[src/ucr_pkg.sv]
/*
  Constants shared by the UART/CAN raw relay: register map, field layout,
  reset values, limits and timing.
  Assumes a 100 MHz system clock and a synchronous active-high reset.
*/
package ucr_pkg;
  // Clock and indicator timing
  localparam int unsigned CLK_HZ         = 100_000_000;
  localparam int unsigned FLASH_MS       = 100;
  localparam int unsigned FLASH_HALF_CYC = CLK_HZ / 1000 * FLASH_MS / 2;
  localparam int unsigned FLASH_W        = 23;

  // Register bus
  localparam int unsigned ADDR_W     = 4;
  localparam int unsigned DATA_W     = 32;
  localparam logic [3:0]  REG_CTRL   = 4'h0;
  localparam logic [3:0]  REG_CFG    = 4'h1;
  localparam logic [3:0]  REG_STATUS = 4'h2;
  localparam logic [3:0]  REG_COUNT  = 4'h3;

  // Control bits
  localparam int unsigned CTRL_W         = 4;
  localparam int unsigned CTRL_U2C_BIT   = 0;
  localparam int unsigned CTRL_C2U_BIT   = 1;
  localparam int unsigned CTRL_EXT_BIT   = 2;
  localparam int unsigned CTRL_IDOUT_BIT = 3;
  localparam logic [3:0]  CTRL_RST       = 4'h3;

  // Configuration fields
  localparam int unsigned POS_LSB     = 0;
  localparam int unsigned WID_LSB     = 4;
  localparam logic [2:0]  POS_RST     = 3'h0;
  localparam logic [2:0]  WID_RST     = 3'h1;
  localparam logic [2:0]  WID_MAX_STD = 3'h2;
  localparam logic [2:0]  WID_MAX_EXT = 3'h4;

  // Status bits
  localparam int unsigned ST_FAIL  = 0;
  localparam int unsigned ST_TRUNC = 1;
  localparam int unsigned ST_DROP  = 2;
  localparam int unsigned ST_U2C   = 3;
  localparam int unsigned ST_C2U   = 4;

  // Frame and block limits
  localparam logic [28:0] ID_MASK_STD = 29'h00007ff;
  localparam logic [28:0] ID_MASK_EXT = 29'h1fffffff;
  localparam logic [8:0]  BLOCK_MAX   = 9'h100;
  localparam logic [3:0]  FRAME_MAX   = 4'h8;
  localparam int unsigned FIFO_DEPTH  = 16;
  localparam int unsigned FIFO_W      = 9;
endpackage

[src/ucr_fifo.sv]
/*
  Flip-flop FIFO with valid/ready on both sides and registered input ready.
  Assumes one clock and a synchronous active-high reset; DEPTH a power of two.
*/
module ucr_fifo #(
  parameter int unsigned WIDTH = 9,
  parameter int unsigned DEPTH = 16
) (
  input  wire logic             i_clk,       // System clock
  input  wire logic             i_rst,       // Synchronous reset
  input  wire logic             i_in_valid,  // Write request
  input  wire logic [WIDTH-1:0] i_in_data,   // Write data
  output logic                  o_in_ready,  // Room for a word
  output logic                  o_out_valid, // Word available
  output logic      [WIDTH-1:0] o_out_data,  // Oldest word
  input  wire logic             i_out_ready  // Reader takes the word
);
  localparam int unsigned PW = $clog2(DEPTH);
  localparam int unsigned CW = $clog2(DEPTH + 1);

  logic [WIDTH-1:0] mem_r [DEPTH];
  logic [PW-1:0]    wr_ptr_r;
  logic [PW-1:0]    wr_ptr_nxt;
  logic [PW-1:0]    rd_ptr_r;
  logic [PW-1:0]    rd_ptr_nxt;
  logic [CW-1:0]    count_r;
  logic [CW-1:0]    count_nxt;
  logic             rdy_r;
  logic             rdy_nxt;
  logic             push;
  logic             pop;

  // Handshakes and pointer arithmetic
  always_comb
  begin
    push       = i_in_valid && rdy_r;
    pop        = i_out_ready && (count_r != '0);
    wr_ptr_nxt = push ? wr_ptr_r + 1'b1 : wr_ptr_r;
    rd_ptr_nxt = pop ? rd_ptr_r + 1'b1 : rd_ptr_r;
    count_nxt  = count_r + CW'(push) - CW'(pop);
    rdy_nxt    = count_nxt != CW'(DEPTH);
  end

  // State registers
  always_ff @(posedge i_clk)
  begin
    if (i_rst)
    begin
      wr_ptr_r <= '0;
      rd_ptr_r <= '0;
      count_r  <= '0;
      rdy_r    <= 1'b0;
    end
    else
    begin
      wr_ptr_r <= wr_ptr_nxt;
      rd_ptr_r <= rd_ptr_nxt;
      count_r  <= count_nxt;
      rdy_r    <= rdy_nxt;
    end
  end

  // Storage, written only on a push
  always_ff @(posedge i_clk)
  begin
    if (push)
      mem_r[wr_ptr_r] <= i_in_data;
  end

  assign o_in_ready  = rdy_r;
  assign o_out_valid = count_r != '0;
  assign o_out_data  = mem_r[rd_ptr_r];
endmodule

[src/ucr_relay.sv]
/*
  UART/CAN raw relay: serial byte blocks become CAN frames, received CAN
  frames become serial bytes. Registers over a plain strobe port.
  Assumes byte streams with valid/ready, a CAN controller taking whole frames,
  one 100 MHz clock and a synchronous active-high reset.
*/
module ucr_relay #(
  parameter int unsigned FLASH_HALF = ucr_pkg::FLASH_HALF_CYC
) (
  input  wire logic                        i_clk,             // System clock
  input  wire logic                        i_rst,             // Synchronous reset
  input  wire logic [ucr_pkg::ADDR_W-1:0]  i_addr,            // Register address
  input  wire logic [ucr_pkg::DATA_W-1:0]  i_wdata,           // Write data
  input  wire logic                        i_wr,              // Write strobe
  input  wire logic                        i_rd,              // Read strobe
  output logic      [ucr_pkg::DATA_W-1:0]  o_rdata,           // Read data, cycle after strobe
  input  wire logic                        i_ser_valid,       // Serial byte in
  input  wire logic [7:0]                  i_ser_data,        // Serial byte value
  input  wire logic                        i_ser_last,        // Last byte of block
  output logic                             o_ser_ready,       // Serial byte accepted
  output logic                             o_tx_valid,        // Serial byte out
  output logic      [7:0]                  o_tx_data,         // Serial byte out value
  input  wire logic                        i_tx_ready,        // Serial sink takes byte
  output logic                             o_can_tx_valid,    // Frame waiting to send
  output logic      [28:0]                 o_can_tx_id,       // Frame identifier
  output logic                             o_can_tx_ext,      // Extended format
  output logic      [3:0]                  o_can_tx_dlc,      // Frame length code
  output logic      [63:0]                 o_can_tx_data,     // Payload, byte 0 low
  input  wire logic                        i_can_tx_ready,    // Controller takes frame
  input  wire logic                        i_can_tx_done,     // Frame sent on bus
  input  wire logic                        i_can_tx_err,      // Frame failed on bus
  input  wire logic                        i_can_rx_valid,    // Frame received
  input  wire logic [28:0]                 i_can_rx_id,       // Received identifier
  input  wire logic                        i_can_rx_ext,      // Received format
  input  wire logic [3:0]                  i_can_rx_dlc,      // Received length code
  input  wire logic [63:0]                 i_can_rx_data,     // Received payload
  output logic                             o_power_indicator  // Power indicator drive
);
  import ucr_pkg::*;

  typedef enum logic {U_COLLECT, U_SEND} ucr_ustate_t;

  // Identifier mask of the selected format
  function automatic logic [28:0] id_mask(input logic ext);
    id_mask = ext ? ID_MASK_EXT : ID_MASK_STD;
  endfunction

  // Identifier field width clamped to the format
  function automatic logic [2:0] eff_width(input logic [2:0] w, input logic ext);
    logic [2:0] lim;
    lim       = ext ? WID_MAX_EXT : WID_MAX_STD;
    eff_width = (w > lim) ? lim : w;
  endfunction

  // Serial byte at position pos of a forwarded frame
  function automatic logic [7:0] tx_byte(input logic [28:0] id, input logic ext, input logic inc,
                                         input logic [63:0] data, input logic [3:0] pos);
    logic [3:0]  nid;
    logic [3:0]  di;
    logic [31:0] idw;
    nid = inc ? (ext ? 4'h4 : 4'h2) : 4'h0;
    di  = pos - nid;
    idw = {3'h0, id} >> {(nid - 4'h1 - pos), 3'h0};
    tx_byte = (pos < nid) ? idw[7:0] : data[{di[2:0], 3'h0} +: 8];
  endfunction

  logic [CTRL_W-1:0]  ctrl_r, ctrl_nxt;
  logic [2:0]         pos_r, pos_nxt;
  logic [2:0]         wid_r, wid_nxt;
  logic               trunc_r, trunc_nxt, trunc_set;
  logic               drop_r, drop_nxt, drop_set;
  logic [15:0]        txn_r, txn_nxt;
  logic [15:0]        rxn_r, rxn_nxt;
  logic [DATA_W-1:0]  rdata_r, rdata_nxt;
  logic               f_valid, f_ready;
  logic [FIFO_W-1:0]  f_data;
  ucr_ustate_t        u_state_r, u_state_nxt;
  logic [8:0]         u_idx_r, u_idx_nxt;
  logic [28:0]        u_id_r, u_id_nxt;
  logic [2:0]         u_idcnt_r, u_idcnt_nxt;
  logic [7:0]         u_buf_r [8];
  logic [7:0]         u_buf_nxt [8];
  logic [3:0]         u_cnt_r, u_cnt_nxt;
  logic               u_sent_r, u_sent_nxt;
  logic               u_end_r, u_end_nxt;
  logic               cv_r, cv_nxt;
  logic [28:0]        cid_r, cid_nxt;
  logic               cext_r, cext_nxt;
  logic [3:0]         cdlc_r, cdlc_nxt;
  logic [63:0]        cdat_r, cdat_nxt;
  logic [2:0]         eff_wid;
  logic               in_id;
  logic               c_busy_r, c_busy_nxt;
  logic [3:0]         c_pos_r, c_pos_nxt;
  logic [3:0]         c_len_r, c_len_nxt;
  logic [28:0]        c_id_r, c_id_nxt;
  logic               c_ext_r, c_ext_nxt;
  logic               c_inc_r, c_inc_nxt;
  logic [63:0]        c_data_r, c_data_nxt;
  logic               tv_r, tv_nxt;
  logic [7:0]         td_r, td_nxt;
  logic [3:0]         c_total;
  logic               fail_r, fail_nxt;
  logic               led_r, led_nxt;
  logic [FLASH_W-1:0] fl_cnt_r, fl_cnt_nxt;
  logic [28:0]        prev_id_r;

  // Serial input buffer
  ucr_fifo #(
    .WIDTH (FIFO_W),
    .DEPTH (FIFO_DEPTH)
  ) u_fifo (
    .i_clk       (i_clk),
    .i_rst       (i_rst),
    .i_in_valid  (i_ser_valid),
    .i_in_data   ({i_ser_last, i_ser_data}),
    .o_in_ready  (o_ser_ready),
    .o_out_valid (f_valid),
    .o_out_data  (f_data),
    .i_out_ready (f_ready)
  );

  // Register writes, reads and sticky status
  always_comb
  begin
    ctrl_nxt  = ctrl_r;
    pos_nxt   = pos_r;
    wid_nxt   = wid_r;
    rdata_nxt = '0;
    trunc_nxt = trunc_set | (trunc_r & ~(i_wr && i_addr == REG_STATUS && i_wdata[ST_TRUNC]));
    drop_nxt  = drop_set | (drop_r & ~(i_wr && i_addr == REG_STATUS && i_wdata[ST_DROP]));
    txn_nxt   = txn_r + 16'(cv_r && i_can_tx_ready);
    rxn_nxt   = rxn_r + 16'(!c_busy_r && c_busy_nxt);
    if (i_wr)
    begin
      case (i_addr)
        REG_CTRL: ctrl_nxt = i_wdata[CTRL_W-1:0];
        REG_CFG:
        begin
          pos_nxt = i_wdata[POS_LSB +: 3];
          wid_nxt = i_wdata[WID_LSB +: 3];
        end
        default: ;
      endcase
    end
    if (i_rd)
    begin
      case (i_addr)
        REG_CTRL:   rdata_nxt = {{(DATA_W-CTRL_W){1'b0}}, ctrl_r};
        REG_CFG:    rdata_nxt = {25'h0, wid_r, 1'b0, pos_r};
        REG_STATUS: rdata_nxt = {27'h0, c_busy_r, u_state_r == U_SEND, drop_r, trunc_r, fail_r};
        REG_COUNT:  rdata_nxt = {rxn_r, txn_r};
        default:    rdata_nxt = '0;
      endcase
    end
  end

  always_ff @(posedge i_clk)
  begin
    if (i_rst)
    begin
      ctrl_r  <= CTRL_RST;
      pos_r   <= POS_RST;
      wid_r   <= WID_RST;
      trunc_r <= 1'b0;
      drop_r  <= 1'b0;
      txn_r   <= '0;
      rxn_r   <= '0;
      rdata_r <= '0;
    end
    else
    begin
      ctrl_r  <= ctrl_nxt;
      pos_r   <= pos_nxt;
      wid_r   <= wid_nxt;
      trunc_r <= trunc_nxt;
      drop_r  <= drop_nxt;
      txn_r   <= txn_nxt;
      rxn_r   <= rxn_nxt;
      rdata_r <= rdata_nxt;
    end
  end

  assign eff_wid = eff_width(wid_r, ctrl_r[CTRL_EXT_BIT]);
  // Byte lies in the identifier field
  assign in_id   = (eff_wid != 3'h0) && (u_idx_r >= 9'(pos_r)) && (u_idx_r < 9'(pos_r) + 9'(eff_wid));

  // Serial to frame conversion
  always_comb
  begin
    u_state_nxt = u_state_r;
    u_idx_nxt   = u_idx_r;
    u_id_nxt    = u_id_r;
    u_idcnt_nxt = u_idcnt_r;
    u_buf_nxt   = u_buf_r;
    u_cnt_nxt   = u_cnt_r;
    u_sent_nxt  = u_sent_r;
    u_end_nxt   = u_end_r;
    cv_nxt      = cv_r;
    cid_nxt     = cid_r;
    cext_nxt    = cext_r;
    cdlc_nxt    = cdlc_r;
    cdat_nxt    = cdat_r;
    f_ready     = 1'b0;
    trunc_set   = 1'b0;
    case (u_state_r)
      U_COLLECT:
      begin
        f_ready = f_valid;
        if (f_valid && !ctrl_r[CTRL_U2C_BIT])
        begin
          u_idx_nxt   = '0;
          u_id_nxt    = '0;
          u_idcnt_nxt = '0;
          u_cnt_nxt   = '0;
          u_sent_nxt  = 1'b0;
        end
        else if (f_valid)
        begin
          if (u_idx_r >= BLOCK_MAX)
            // Bytes past the block limit dropped
            trunc_set = 1'b1;
          else if (in_id)
          begin
            // Shift in identifier byte, masked to format
            u_id_nxt    = {u_id_r[20:0], f_data[7:0]} & id_mask(ctrl_r[CTRL_EXT_BIT]);
            u_idcnt_nxt = u_idcnt_r + 3'h1;
          end
          else
          begin
            u_buf_nxt[u_cnt_r[2:0]] = f_data[7:0];
            u_cnt_nxt               = u_cnt_r + 4'h1;
          end
          u_idx_nxt = (u_idx_r < BLOCK_MAX) ? u_idx_r + 9'h1 : u_idx_r;
          // Flush on full frame or block end
          if (f_data[8] || u_cnt_nxt == FRAME_MAX)
          begin
            if (u_cnt_nxt != 4'h0 || !u_sent_r)
            begin
              u_state_nxt = U_SEND;
              u_end_nxt   = f_data[8];
              cv_nxt      = 1'b1;
              cid_nxt     = u_id_nxt;
              cext_nxt    = ctrl_r[CTRL_EXT_BIT];
              cdlc_nxt    = u_cnt_nxt;
              for (int k = 0; k < 8; k++)
                cdat_nxt[8*k +: 8] = u_buf_nxt[k];
            end
            else
            begin
              u_idx_nxt   = '0;
              u_id_nxt    = '0;
              u_idcnt_nxt = '0;
              u_sent_nxt  = 1'b0;
            end
          end
        end
      end
      U_SEND:
      begin
        if (i_can_tx_ready)
        begin
          // Same identifier kept until block end
          cv_nxt      = 1'b0;
          u_state_nxt = U_COLLECT;
          u_cnt_nxt   = '0;
          u_sent_nxt  = !u_end_r;
          if (u_end_r)
          begin
            u_idx_nxt   = '0;
            u_id_nxt    = '0;
            u_idcnt_nxt = '0;
          end
        end
      end
      default: u_state_nxt = U_COLLECT;
    endcase
  end

  always_ff @(posedge i_clk)
  begin
    if (i_rst)
    begin
      u_state_r <= U_COLLECT;
      u_idx_r   <= '0;
      u_id_r    <= '0;
      u_idcnt_r <= '0;
      u_cnt_r   <= '0;
      u_sent_r  <= 1'b0;
      u_end_r   <= 1'b0;
      cv_r      <= 1'b0;
      cid_r     <= '0;
      cext_r    <= 1'b0;
      cdlc_r    <= '0;
      cdat_r    <= '0;
      prev_id_r <= '0;
      for (int k = 0; k < 8; k++)
        u_buf_r[k] <= '0;
    end
    else
    begin
      u_state_r <= u_state_nxt;
      u_idx_r   <= u_idx_nxt;
      u_id_r    <= u_id_nxt;
      u_idcnt_r <= u_idcnt_nxt;
      u_cnt_r   <= u_cnt_nxt;
      u_sent_r  <= u_sent_nxt;
      u_end_r   <= u_end_nxt;
      cv_r      <= cv_nxt;
      cid_r     <= cid_nxt;
      cext_r    <= cext_nxt;
      cdlc_r    <= cdlc_nxt;
      cdat_r    <= cdat_nxt;
      prev_id_r <= (cv_r && i_can_tx_ready) ? cid_r : prev_id_r;
      u_buf_r   <= u_buf_nxt;
    end
  end

  // Serial length: identifier bytes when enabled, then payload
  assign c_total = (ctrl_r[CTRL_IDOUT_BIT] ? (i_can_rx_ext ? 4'h4 : 4'h2) : 4'h0)
                 + ((i_can_rx_dlc > FRAME_MAX) ? FRAME_MAX : i_can_rx_dlc);

  // Frame to serial conversion
  always_comb
  begin
    c_busy_nxt = c_busy_r;
    c_pos_nxt  = c_pos_r;
    c_len_nxt  = c_len_r;
    c_id_nxt   = c_id_r;
    c_ext_nxt  = c_ext_r;
    c_inc_nxt  = c_inc_r;
    c_data_nxt = c_data_r;
    tv_nxt     = tv_r;
    td_nxt     = td_r;
    drop_set   = 1'b0;
    if (!c_busy_r)
    begin
      // Start output the cycle after reception
      if (i_can_rx_valid && ctrl_r[CTRL_C2U_BIT] && c_total != 4'h0)
      begin
        c_busy_nxt = 1'b1;
        c_pos_nxt  = '0;
        c_len_nxt  = c_total;
        c_id_nxt   = i_can_rx_id;
        c_ext_nxt  = i_can_rx_ext;
        c_inc_nxt  = ctrl_r[CTRL_IDOUT_BIT];
        c_data_nxt = i_can_rx_data;
        tv_nxt     = 1'b1;
        td_nxt     = tx_byte(i_can_rx_id, i_can_rx_ext, ctrl_r[CTRL_IDOUT_BIT], i_can_rx_data, 4'h0);
      end
    end
    else
    begin
      drop_set = i_can_rx_valid;
      if (i_tx_ready)
      begin
        if (c_pos_r + 4'h1 == c_len_r)
        begin
          c_busy_nxt = 1'b0;
          tv_nxt     = 1'b0;
        end
        else
        begin
          c_pos_nxt = c_pos_r + 4'h1;
          td_nxt    = tx_byte(c_id_r, c_ext_r, c_inc_r, c_data_r, c_pos_r + 4'h1);
        end
      end
    end
  end

  always_ff @(posedge i_clk)
  begin
    if (i_rst)
    begin
      c_busy_r <= 1'b0;
      c_pos_r  <= '0;
      c_len_r  <= '0;
      c_id_r   <= '0;
      c_ext_r  <= 1'b0;
      c_inc_r  <= 1'b0;
      c_data_r <= '0;
      tv_r     <= 1'b0;
      td_r     <= '0;
    end
    else
    begin
      c_busy_r <= c_busy_nxt;
      c_pos_r  <= c_pos_nxt;
      c_len_r  <= c_len_nxt;
      c_id_r   <= c_id_nxt;
      c_ext_r  <= c_ext_nxt;
      c_inc_r  <= c_inc_nxt;
      c_data_r <= c_data_nxt;
      tv_r     <= tv_nxt;
      td_r     <= td_nxt;
    end
  end

  // Bus failure flag and indicator flashing
  always_comb
  begin
    fail_nxt   = i_can_tx_err | (fail_r & ~i_can_tx_done);
    led_nxt    = led_r;
    fl_cnt_nxt = fl_cnt_r + 1'b1;
    if (!fail_r)
    begin
      led_nxt    = 1'b1;
      fl_cnt_nxt = '0;
    end
    else if (fl_cnt_r == FLASH_W'(FLASH_HALF - 1))
    begin
      led_nxt    = ~led_r;
      fl_cnt_nxt = '0;
    end
  end

  always_ff @(posedge i_clk)
  begin
    if (i_rst)
    begin
      fail_r   <= 1'b0;
      led_r    <= 1'b1;
      fl_cnt_r <= '0;
    end
    else
    begin
      fail_r   <= fail_nxt;
      led_r    <= led_nxt;
      fl_cnt_r <= fl_cnt_nxt;
    end
  end

  // Outputs straight from flops
  assign o_rdata           = rdata_r;
  assign o_tx_valid        = tv_r;
  assign o_tx_data         = td_r;
  assign o_can_tx_valid    = cv_r;
  assign o_can_tx_id       = cid_r;
  assign o_can_tx_ext      = cext_r;
  assign o_can_tx_dlc      = cdlc_r;
  assign o_can_tx_data     = cdat_r;
  assign o_power_indicator = led_r;
endmodule

[config.mk]
export PLATFORM = sky130hd
export DESIGN_NAME = ucr_relay
export DESIGN_NICKNAME = d
export VERILOG_FILES = /design/src/ucr_pkg.sv /design/src/ucr_fifo.sv /design/src/ucr_relay.sv
export SDC_FILE = /design/constraint.sdc
export NUM_CORES = 1
export LEC_CHECK = 0
export ABC_CLOCK_PERIOD_IN_PS = 5950
export BUFFER_PORTS_ARGS = -buffer_cell sky130_fd_sc_hd__buf_2
export CORE_MARGIN = 2
export CORE_UTILIZATION = 58
export CTS_CLUSTER_SIZE = 40
export DETAILED_ROUTE_END_ITERATION = 12
export PLACE_DENSITY_LB_ADDON = 0.3
export SYNTH_ARGS = -nofsm -noshare
export SYNTH_HDL_FRONTEND = slang
export SYNTH_SLANG_ARGS = --single-unit
[constraint.sdc]
create_clock -name i_clk -period 5.95 [get_ports i_clk]
set_input_delay 0.2975 -clock i_clk [delete_from_list [all_inputs] [get_ports i_clk]]
set_output_delay 0.2975 -clock i_clk [all_outputs]
set_load 0.005 [all_outputs]
Word-level counts from Yosys, hierarchy flattened

Memories as Yosys holds them, arrays and structs flattened. A register that Yosys moved wholly into a read port is not among the register bits.
Cells that the tools add are included.

Add/subtract/negate cells: 17
$mul: 0
Divide/modulo/power cells: 0
Order comparisons: 10
Equality and inequality tests: 19
Shift-type cells: 4
Muxes and demuxes: 86
Bitwise operators: 17
Reductions and logical operators: 39

Operators by type and width:

| kind                                          | number |
|---|---|
| 2-to-1 mux 29 bit                             | 9 |
| 2-to-1 mux 64 bit                             | 2 |
| one-hot mux 32 bit (4 select lines)           | 1 |
| indexed part select 64 x 7 -> 8 bit           | 2 |
| bitwise mux 64 bit                            | 1 |
| 2-to-1 mux 9 bit                              | 7 |
| 2-to-1 mux 4 bit                              | 15 |
| one-hot mux 29 bit (2 select lines)           | 1 |
| >> shifter 29 x 7 -> 8 bit                    | 2 |
| 2-to-1 mux 8 bit                              | 7 |
| adder 16 x 1 -> 16 bit                        | 2 |
| 2-to-1 mux 1 bit                              | 31 |
| bitwise AND 29 bit                            | 1 |
| demux 8 bit (select 3 bit)                    | 1 |
| adder 23 x 1 -> 23 bit, second input constant | 1 |
| == test 23 bit, second input constant         | 1 |
| 2-to-1 mux 3 bit                              | 6 |
| one-hot mux 9 bit (2 select lines)            | 1 |
| adder 4 x 1 -> 4 bit, second input constant   | 4 |
| != test 2 bit, second input constant          | 7 |
| logical AND 1 bit                             | 13 |
| AND reduction 3 bit                           | 4 |
| AND reduction 5 bit                           | 2 |
| adder 9 x 1 -> 9 bit, second input constant   | 1 |
| other kinds (42)                              | 70 |

Register bits after elaboration: 436
Latch bits: 0
Memory bits (writable): 144
Memory bits (read-only): 0
Input port bits: 153
Output and inout port bits: 142
Logic and storage cells: 236
Memories: 1

Memory list:

| name         | words | bits a word | read ports | clocked after memory_dff | wr ports | line           | text |
|---|---|---|---|---|---|---|---|
| u_fifo.mem_r | 16    | 9           | 1          | 1                        | 1        | ucr_fifo.sv:21 | `logic [WIDTH-1:0] mem_r [DEPTH];` |

Longest topological paths before layout

Gate-level depths: netlist of the first run.

Depth after elaboration: 18
Gate-level depth with buffers: 21
Depth with buffers taken out: 17

Cells and area by module

From an unflattened synthesis of the first run, not the netlist that was laid out.

Cell total of the unflattened synthesis: 2,402
Area, all modules: 24,677.4 µm²

By module, submodules not included:

| module    | times used | cells each | area each (µm²) | seq. area each (µm²) |
|---|---|---|---|---|
| ucr_relay | 1          | 2,076      | 18,256.3        | 8,448.1 |
| ucr_fifo  | 1          | 326        | 6,421.2         | 4,684.5 |

Worst setup path after synthesis of the first run

OpenSTA, ideal clock, no wires.

Path kind: register to register
Start point: register ctrl_r[2]
End point: register cid_r[26], in the netlist o_can_tx_id[26]
Setup time: 0.091 ns
Data arrival time: 4.074 ns
Data required time: 5.859 ns
Setup slack: 1.785 ns
Stages on the path, launching flop included: 19
Buffers on the path: 2
Period minus slack after synthesis: 4.165 ns
Cell sequence: dfxtp_1 buf_2 inv_1 ha_1 nor2b_1 o22ai_2 and2_1 ha_1 fa_1 inv_1 ha_1 a211oi_1 o2111a_1 a21oi_1 mux2i_1 a21o_2 nand2_2 buf_2 a311oi_1

Word-level cells in the longest chain between the ends: 14
Elaborated cells between the ends (all ways): 22
Classes of those cells: 1 x add/sub; 2 x order compare; 1 x eq/ne; 10 x mux; 1 x bitwise; 7 x reduce/logical

Ends and longest elaborated chain:

| element                                                          | line                               | text |
|---|---|---|
| start, declared                                                  | ucr_relay.sv:67                    | `logic [CTRL_W-1:0] ctrl_r, ctrl_nxt;` |
| start signal, assigned                                           | ucr_relay.sv:173                   | `ctrl_r <= ctrl_nxt;` |
| 2-to-1 mux 3 bit                                                 | ucr_relay.sv:51                    | `lim = ext ? WID_MAX_EXT : WID_MAX_STD;` |
| > comparator 3 bit                                               | ucr_relay.sv:52                    | `eff_width = (w > lim) ? lim : w;` |
| 2-to-1 mux 3 bit                                                 | ucr_relay.sv:52                    |  |
| adder 3 x 3 -> 4 bit or nonzero test 3 bit (tied branches)       | ucr_relay.sv:186                   | `assign in_id = (eff_wid != 3'h0) && (u_idx_r >= 9'(pos_r)) && (u_idx_r < 9'(pos_r) + 9'(eff_wid));` |
| < comparator 9 x 4 -> 1 bit or logical AND 1 bit (tied branches) | ucr_relay.sv:186                   |  |
| logical AND 1 bit                                                | ucr_relay.sv:186                   |  |
| 2-to-1 mux 4 bit                                                 | ucr_relay.sv:223                   | `else if (in_id)` |
| 2-to-1 mux 4 bit                                                 | ucr_relay.sv:220                   | `if (u_idx_r >= BLOCK_MAX)` |
| 2-to-1 mux 4 bit                                                 | ucr_relay.sv:218                   | `else if (f_valid)` |
| 2-to-1 mux 4 bit                                                 | ucr_relay.sv:210                   | `if (f_valid && !ctrl_r[CTRL_U2C_BIT])` |
| 2-to-1 mux 4 bit                                                 | ucr_relay.sv:206                   | `case (u_state_r)` |
| == test 4 bit or nonzero test 4 bit (tied branches)              | ucr_relay.sv:236, ucr_relay.sv:238 |  |
| logical OR 1 bit (on tied branches)                              | ucr_relay.sv:236, ucr_relay.sv:238 |  |
| AND reduction 5 bit (no line)                                    | --                                 |  |
| end signal, assigned                                             | ucr_relay.sv:310                   | `cid_r <= cid_nxt;` |
| end, declared                                                    | ucr_relay.sv:87                    | `logic [28:0] cid_r, cid_nxt;` |

Several ways; a longest one is shown, not always the timed one. The select of a mux whose other input is x is not followed.
A chain may end at the register's enable or synchronous reset.

Final worst setup path of the first run

Start point: register ctrl_r[2]
End point: register cid_r[11], in the netlist o_can_tx_id[11]

Same word-level chain as after synthesis.

==> impl_metrics.yaml, run 1 <==
pwr:
  switchingPower_mw: 4.44
  vdd_drop_max_v: 0.000327
  p_sw_share_pct: 34.8
  pwr_density_cell_nw_per_um2: 437
  pwr-share-clk_pct: 29.5
  p_comb_share_pct: 31.2
  p_leak_nw: 11.4
  seq_power_share_pct: 39.2
  p_int_mw: 8.31
detailed_routing:
  ant_nets: 0
  drtIter0Drc: 1899
  num_vias: 19700
  wire_per_inst_um: 20.0
  drc: 0
  dr.pass1.iters: 6
  viasPerCell: 6.00
  drt-total-wl_mm: 65.8
die:
  pin_count: 295
  die_h_um: 210
  die_area_um2: 44200
  rows: 75
  start_util_pct: 58.8
  core-area_um2: 41900
  fp.dieW_um: 210
placed_design:
  place.port_buffers: 269
  gp_congestion: 0.875
  placed_area_um2: 26200
  dp_hpwl_mm: 39.7
setup_path:
  crit_type: "reg2reg"
  cp.required_ns: 6.47
  worstSetupEndpoint: "o_can_tx_id[11]"
  crit_fanout: 57
  cp-start-kind: "flop"
  cp.arrival_ns: 5.80
  rrSetupSlack_ns: 0.67
  slowest_stage: "fa_1"
  r2r_start: "ctrl_r[2]"
  crit_chain: "inv_1 > ha_1 > nor2b_1 > o22ai_2 > and2_1 > ha_1 > fa_1 > inv_1 > ha_1 > a211oi_1 > o2111a_1 > a211o_1 > buf_4 > xor2_4 > nand3b_2 > nand2_2 > buf_12 > a311oi_1"
  max_stage_delay_ns: 0.49
  timing.rr.end: "o_can_tx_id[11]"
  cp_common_cell: "ha_1"
  cp-end-kind: "flop"
  cp-startpoint: "ctrl_r[2]"
  r2r_cells: 18
timing:
  tns_ns: 0
  timing.max_slew.rel_slack_pct: 17.0
  skew_ns: 0.0247
  tightest_slew_ns: 1.24
  finalSetupViolCount: 0
  rsz0062_at_grt: "false"
  slew_violations: 0
  min_period_ns: 5.28
  finalCritPeriodShare_pct: 88.7
  hold_viol: 0
  max_freq_ghz: 0.189
synth:
  async_flop_share_pct: 0
  ys_top_cells_by_area: "dfxtp_1, edfxtp_1, mux4_2, nand2_1, mux2i_1"
  synth_area_per_cell_um2: 10.1
  synth_top_area_share_pct: 35.7
  synth-edff-count: 144
  synth-seq-cells: 584
  yosysWarnings: 0
  synth-main-ff-cell: "dfxtp_1"
  seq_area_frac_synth_pct: 53.3
  synth_fp_nets: 2627
  synth_largest_area_cell: "dfxtp_1"
  netlist_area_um2: 24600
  syn-instance-count: 2434
  synth.distinct_cells: 67
clocking:
  cts_setup_buffers: 0
  cts_root_buf: "clkbuf_16"
  cts_sinks: 584
  clk_latency_ns: 0.62
  cts_buffer_depth: 3
  cts_tree: "yes"
  path_clk_slew_ns: 0.06
  cts_buffers: 57
  cts_max_level: 2
  ctsResizeCount: 0
min_path:
  hold_path_class: "in2reg"
  min-delay-start: "i_can_tx_ready"
cells_and_area:
  seqCellArea_um2: 13100
  finalInstanceArea_um2: 29200
  most-common-layout-cells: "dfxtp_1, nand2_1, buf_2"
  final_core_util_pct: 69.6
  area.growth.synth_to_final_pct: 18.5
  final_layout_size_suffix_gt1_share_pct: 17.8
  multi_input_area_um2: 10600
  layout.nets: 2895
  n_fill_cell: 2907
  layout_commonest_cell: "dfxtp_1"
global_routing:
  overflow: 0
  track_usage_pct: 29.3
  grt_max_degree: 246
  grt_pass1_vias: 19400
  antenna_found_initial: 2
  grt_pass1_wl_mm: 103
run:
  max_cap_violations: 0
outcome:
  status: "complete, no violations"
## Yosys cell counts, types with 23 or more instances
cell,number
dfxtp_1,440
nand2_1,382
nand3_1,118
a211oi_1,49
edfxtp_1,144
ha_1,36
xnor2_1,23
o21ai_0,26
and2_1,34
mux2i_1,102
buf_2,25
clkbuf_1,141
a22oi_1,23
nor2_1,202
a311oi_1,42
inv_1,39
nor3_1,110
mux4_2,74
xor2_1,46
a21oi_1,181
## worst min path at each step
stage	endpoint	slack, ns	cells past startpoint
2_1_floorplan	u_fifo.mem_r[0][0]	0.40	0
3_5_place_dp	o_tx_data[4]	0.44	2
3_3_place_gp	c_data_r[38]	0.44	2
5_1_grt	o_rdata[2]	0.03	3
4_1_cts	o_can_tx_valid	0.006	4
6_report	o_can_tx_valid	0.03	4
## final cells by class
cell class,instances,area share [%]
Tap cell,539,2.31
Clock buffer,86,5.98
Timing Repair Buffer,400,9.01
Antenna cell,1,0.00857
Clock inverter,20,0.775
Sequential cell,584,45.0
Multi-Input combinational cell,1619,36.4
Inverter,40,0.518
## per-layer routing
metal | up-vias | GRT usage, % | share of wire [%]
met1 | 9511 | 37.7 | 40
met3 | 196 | 5.20 | 7.1
met4 | 2 | 11.6 | 3.8
met2 | 850 | 49.5 | 49
li1 | 9185 | - | -
met5 | - | 0 | 0.020
## state kept, by name, summed over array words and instances (netlist names), 8 cells and up, named ones only
| signal | count |
|---|---|
| c_id_r | 29 |
| o_tx_data | 8 |
| o_rdata | 32 |
| u_id_r | 29 |
| c_data_r | 64 |
| u_fifo.mem_r | 144 |
| o_can_tx_data | 64 |
| u_buf_r | 64 |
| fl_cnt_r | 23 |
| u_idx_r | 9 |
| o_can_tx_id | 29 |
| rxn_r | 16 |
| txn_r | 16 |
## what timing repair did
item	CTS	global route
setup endpoints to repair	0	0
hold buffers	107	0
endpoints found under the hold margin	109	0
## metrics by stage
step | hold WS [ns] | worst slack (ns) | cells | power [mW]
global placement | 0.438 | 0.929 | 3075 | 8.84
floorplan | 0.396 | 1.79 | 2434 | 7.69
CTS | 0.00633 | 0.714 | 3288 | 12.7
detailed placement | 0.443 | 0.785 | 3075 | 8.95
global route | 0.0301 | 0.393 | 3289 | 13.4
finish | 0.0266 | 0.671 | 3289 | 12.8
## power by group through the flow
stage / Clock [mW] / Sequential [mW] / Combinational (mW)
global route: 3.97 / 5.06 / 4.35
detailed placement: 0 / 5.08 / 3.87
global placement: 0 / 5.06 / 3.78
floorplan: 0 / 4.93 / 2.77
CTS: 3.80 / 5.00 / 3.95
finish: 3.77 / 5.00 / 3.98
## cells by family after synthesis
group,count (synthesis),synth area share [%]
buffers and inverters,231,3.77
DFF,584,53.3
muxes,178,11.0
xor gates and xnor gates,70,2.56
adders and majority gates,40,2.15
and+or+nand+nor,949,17.3
AOI/OAI and AO/OA,382,9.93
## worst max-delay path, delay by kind of cell (launching register included)
kind / cells / cell delay (ns)
xor gates and xnor gates: 1 / 0.34
and+or+nand+nor: 4 / 1.16
adders and majority gates: 4 / 1.30
buffers and inverters: 4 / 0.81
DFF: 1 / 0.33
AOI/OAI and AO/OA: 5 / 1.22
Note: power is estimated with default switching activity, not from simulation.
==> run 2, diff against run 1 <==
--- a/config.mk
+++ b/config.mk
@@ -9,6 +9,7 @@
 export BUFFER_PORTS_ARGS = -buffer_cell sky130_fd_sc_hd__buf_2
 export CORE_MARGIN = 2
 export CORE_UTILIZATION = 58
+export CTS_BUF_LIST = sky130_fd_sc_hd__clkbuf_16
 export CTS_CLUSTER_SIZE = 40
 export DETAILED_ROUTE_END_ITERATION = 12
 export PLACE_DENSITY_LB_ADDON = 0.3
==> impl_metrics.yaml, run 2 (synthesis results as in run 1) <==
cells_and_area:
  n_fill_cell: 2931
  layout_commonest_cell: "dfxtp_1"
  finalInstanceArea_um2: 29000
  final_layout_size_suffix_gt1_share_pct: 17.2
  regMostFlops: "u_fifo.mem_r"
  layout.nets: 2894
  most-common-layout-cells: "dfxtp_1, nand2_1, buf_2"
  largest_register_ffs: 144
  area.growth.synth_to_final_pct: 17.8
pwr:
  p_comb_share_pct: 31.8
  switchingPower_mw: 4.43
  seq_power_share_pct: 40.0
  p_leak_nw: 11.3
  p_sw_share_pct: 35.4
  pwr_density_cell_nw_per_um2: 430
  p_int_mw: 8.07
  vdd_drop_max_v: 0.000328
  pwr-share-clk_pct: 28.2
min_path:
  hold_path_class: "in2reg"
  hold_depth: 4
global_routing:
  track_usage_pct: 29.0
  grt_max_degree: 246
  grt_pass1_wl_mm: 102
  antenna_found_initial: 4
  overflow: 0
  grt_pass1_vias: 19500
detailed_routing:
  wire_per_inst_um: 19.8
  drt-total-wl_mm: 65.1
  drc: 0
  viasPerCell: 6.01
  ant_nets: 0
  dr.pass1.iters: 6
  num_vias: 19800
  drtIter0Drc: 1785
setup_path:
  worstSetupEndpoint: "o_can_tx_id[11]"
  cp-startpoint: "ctrl_r[2]"
  cp-start-kind: "flop"
  r2r_cells: 18
  rrSetupSlack_ns: 0.69
  r2r_start: "ctrl_r[2]"
  cp_common_cell: "ha_1"
  crit_chain: "inv_1 > ha_1 > nor2b_1 > o22ai_2 > and2_1 > ha_1 > fa_1 > inv_1 > ha_1 > a211oi_1 > o2111a_1 > a211o_1 > buf_4 > xor2_4 > nand3b_2 > nand2_2 > buf_12 > a311oi_1"
  slowest_stage: "fa_1"
  max_stage_delay_ns: 0.49
  crit_fanout: 57
  timing.rr.end: "o_can_tx_id[11]"
  cp.arrival_ns: 5.77
  crit_type: "reg2reg"
  cp-end-kind: "flop"
  cp.required_ns: 6.46
clocking:
  clk_latency_ns: 0.62
  cts_buffer_depth: 3
  cts_sinks: 584
  cts_max_level: 2
  cts_tree: "yes"
  cts_root_buf: "clkbuf_16"
  cts_setup_buffers: 0
  cts_buffers: 57
  path_clk_slew_ns: 0.06
placed_design:
  placed_area_um2: 26200
  dp_hpwl_mm: 39.7
  gp_congestion: 0.875
  place.port_buffers: 269
die:
  die_area_um2: 44200
  core-area_um2: 41900
  rows: 75
  start_util_pct: 58.8
  die_h_um: 210
  pin_count: 295
  fp.dieW_um: 210
timing:
  finalSetupViolCount: 0
  rsz0062_at_grt: "false"
  tightest_slew_ns: 1.23
  finalCritPeriodShare_pct: 88.4
  skew_ns: 0.0211
  min_period_ns: 5.26
  tns_ns: 0
  hold_viol: 0
  holdWs_ns: 0.0267
  timing.max_slew.rel_slack_pct: 17.6
  slew_violations: 0
  max_freq_ghz: 0.190
outcome:
  status: "complete, no violations"
run:
  max_cap_violations: 0
==> run 2: cell types whose count changed in the layout (fill, tap and decap cells not counted), moves of 2 or more <==
cell	change
clkbuf_1	-10
clkbuf_8	-17
clkinv_1	+15
diode_2	+2
inv_1	+10
inv_2	+2
==> run 2: metal layers <==
layer	part of all wire, %	track usage (%)	wire length [um]	vias up
li1	-	-	-	9191
met1	40	37.1	26100	9497
met2	49	48.9	31800	877
met3	7.4	5.48	4790	198
met4	3.7	11.5	2440	4
met5	0.034	0	22	-
==> run 2: critical path: cells and delay by family (launching register included) <==
family	cells	cell delay, ns
fa+ha+maj	4	1.30
compound gates	5	1.21
simple gates	4	1.16
buf+inv	4	0.79
xor+xnor	1	0.35
flops	1	0.33
==> run 2: stage by stage <==
stage	instances	util [%]	setup WS [ns]	power [mW]
2_1_floorplan	2434	-	1.79	7.69
3_3_place_gp	3075	62.4	0.929	8.84
3_5_place_dp	3075	62.4	0.785	8.95
4_1_cts	3286	69.2	0.717	12.5
5_1_grt	3289	69.2	0.399	13.1
6_report	3290	69.2	0.691	12.5
==> run 2: area by class of cell <==
cell class | instances | area, um2 | area share, %
Clock buffer | 59 | 1480 | 5.08
Multi-Input combinational cell | 1619 | 10600 | 36.7
Antenna cell | 3 | 7.51 | 0.0259
Tap cell | 539 | 674 | 2.32
Timing Repair Buffer | 399 | 2620 | 9.03
Inverter | 40 | 151 | 0.521
Clock inverter | 47 | 328 | 1.13
Sequential cell | 584 | 13100 | 45.2
==> run 2: worst min path at each step <==
stage,startpoint,to,slack (ns)
floorplan,i_ser_data[0],u_fifo.mem_r[0][0],0.40
global placement,c_data_r[38],c_data_r[38],0.44
detailed placement,o_tx_data[4],o_tx_data[4],0.44
CTS,i_wdata[5],wid_r[1],0.0006
global route,i_addr[3],o_rdata[2],0.03
finish,i_can_tx_ready,o_can_tx_valid,0.03
==> run 2: power by group through the flow <==
stage	logic (mW)	clock network (mW)	registers [mW]
2_1_floorplan	2.77	0	4.93
3_3_place_gp	3.78	0	5.06
3_5_place_dp	3.87	0	5.08
4_1_cts	3.95	3.56	5.00
5_1_grt	4.35	3.72	5.06
6_report	3.98	3.52	5.00
==> run 2: what timing repair did <==
| item | in CTS | in global routing |
|---|---|---|
| gates resized for setup | 0 | 0 |
| endpoints found under the hold margin | 108 | 1 |
| hold buffers | 105 | 1 |
| endpoints found under the setup margin | 0 | 0 |
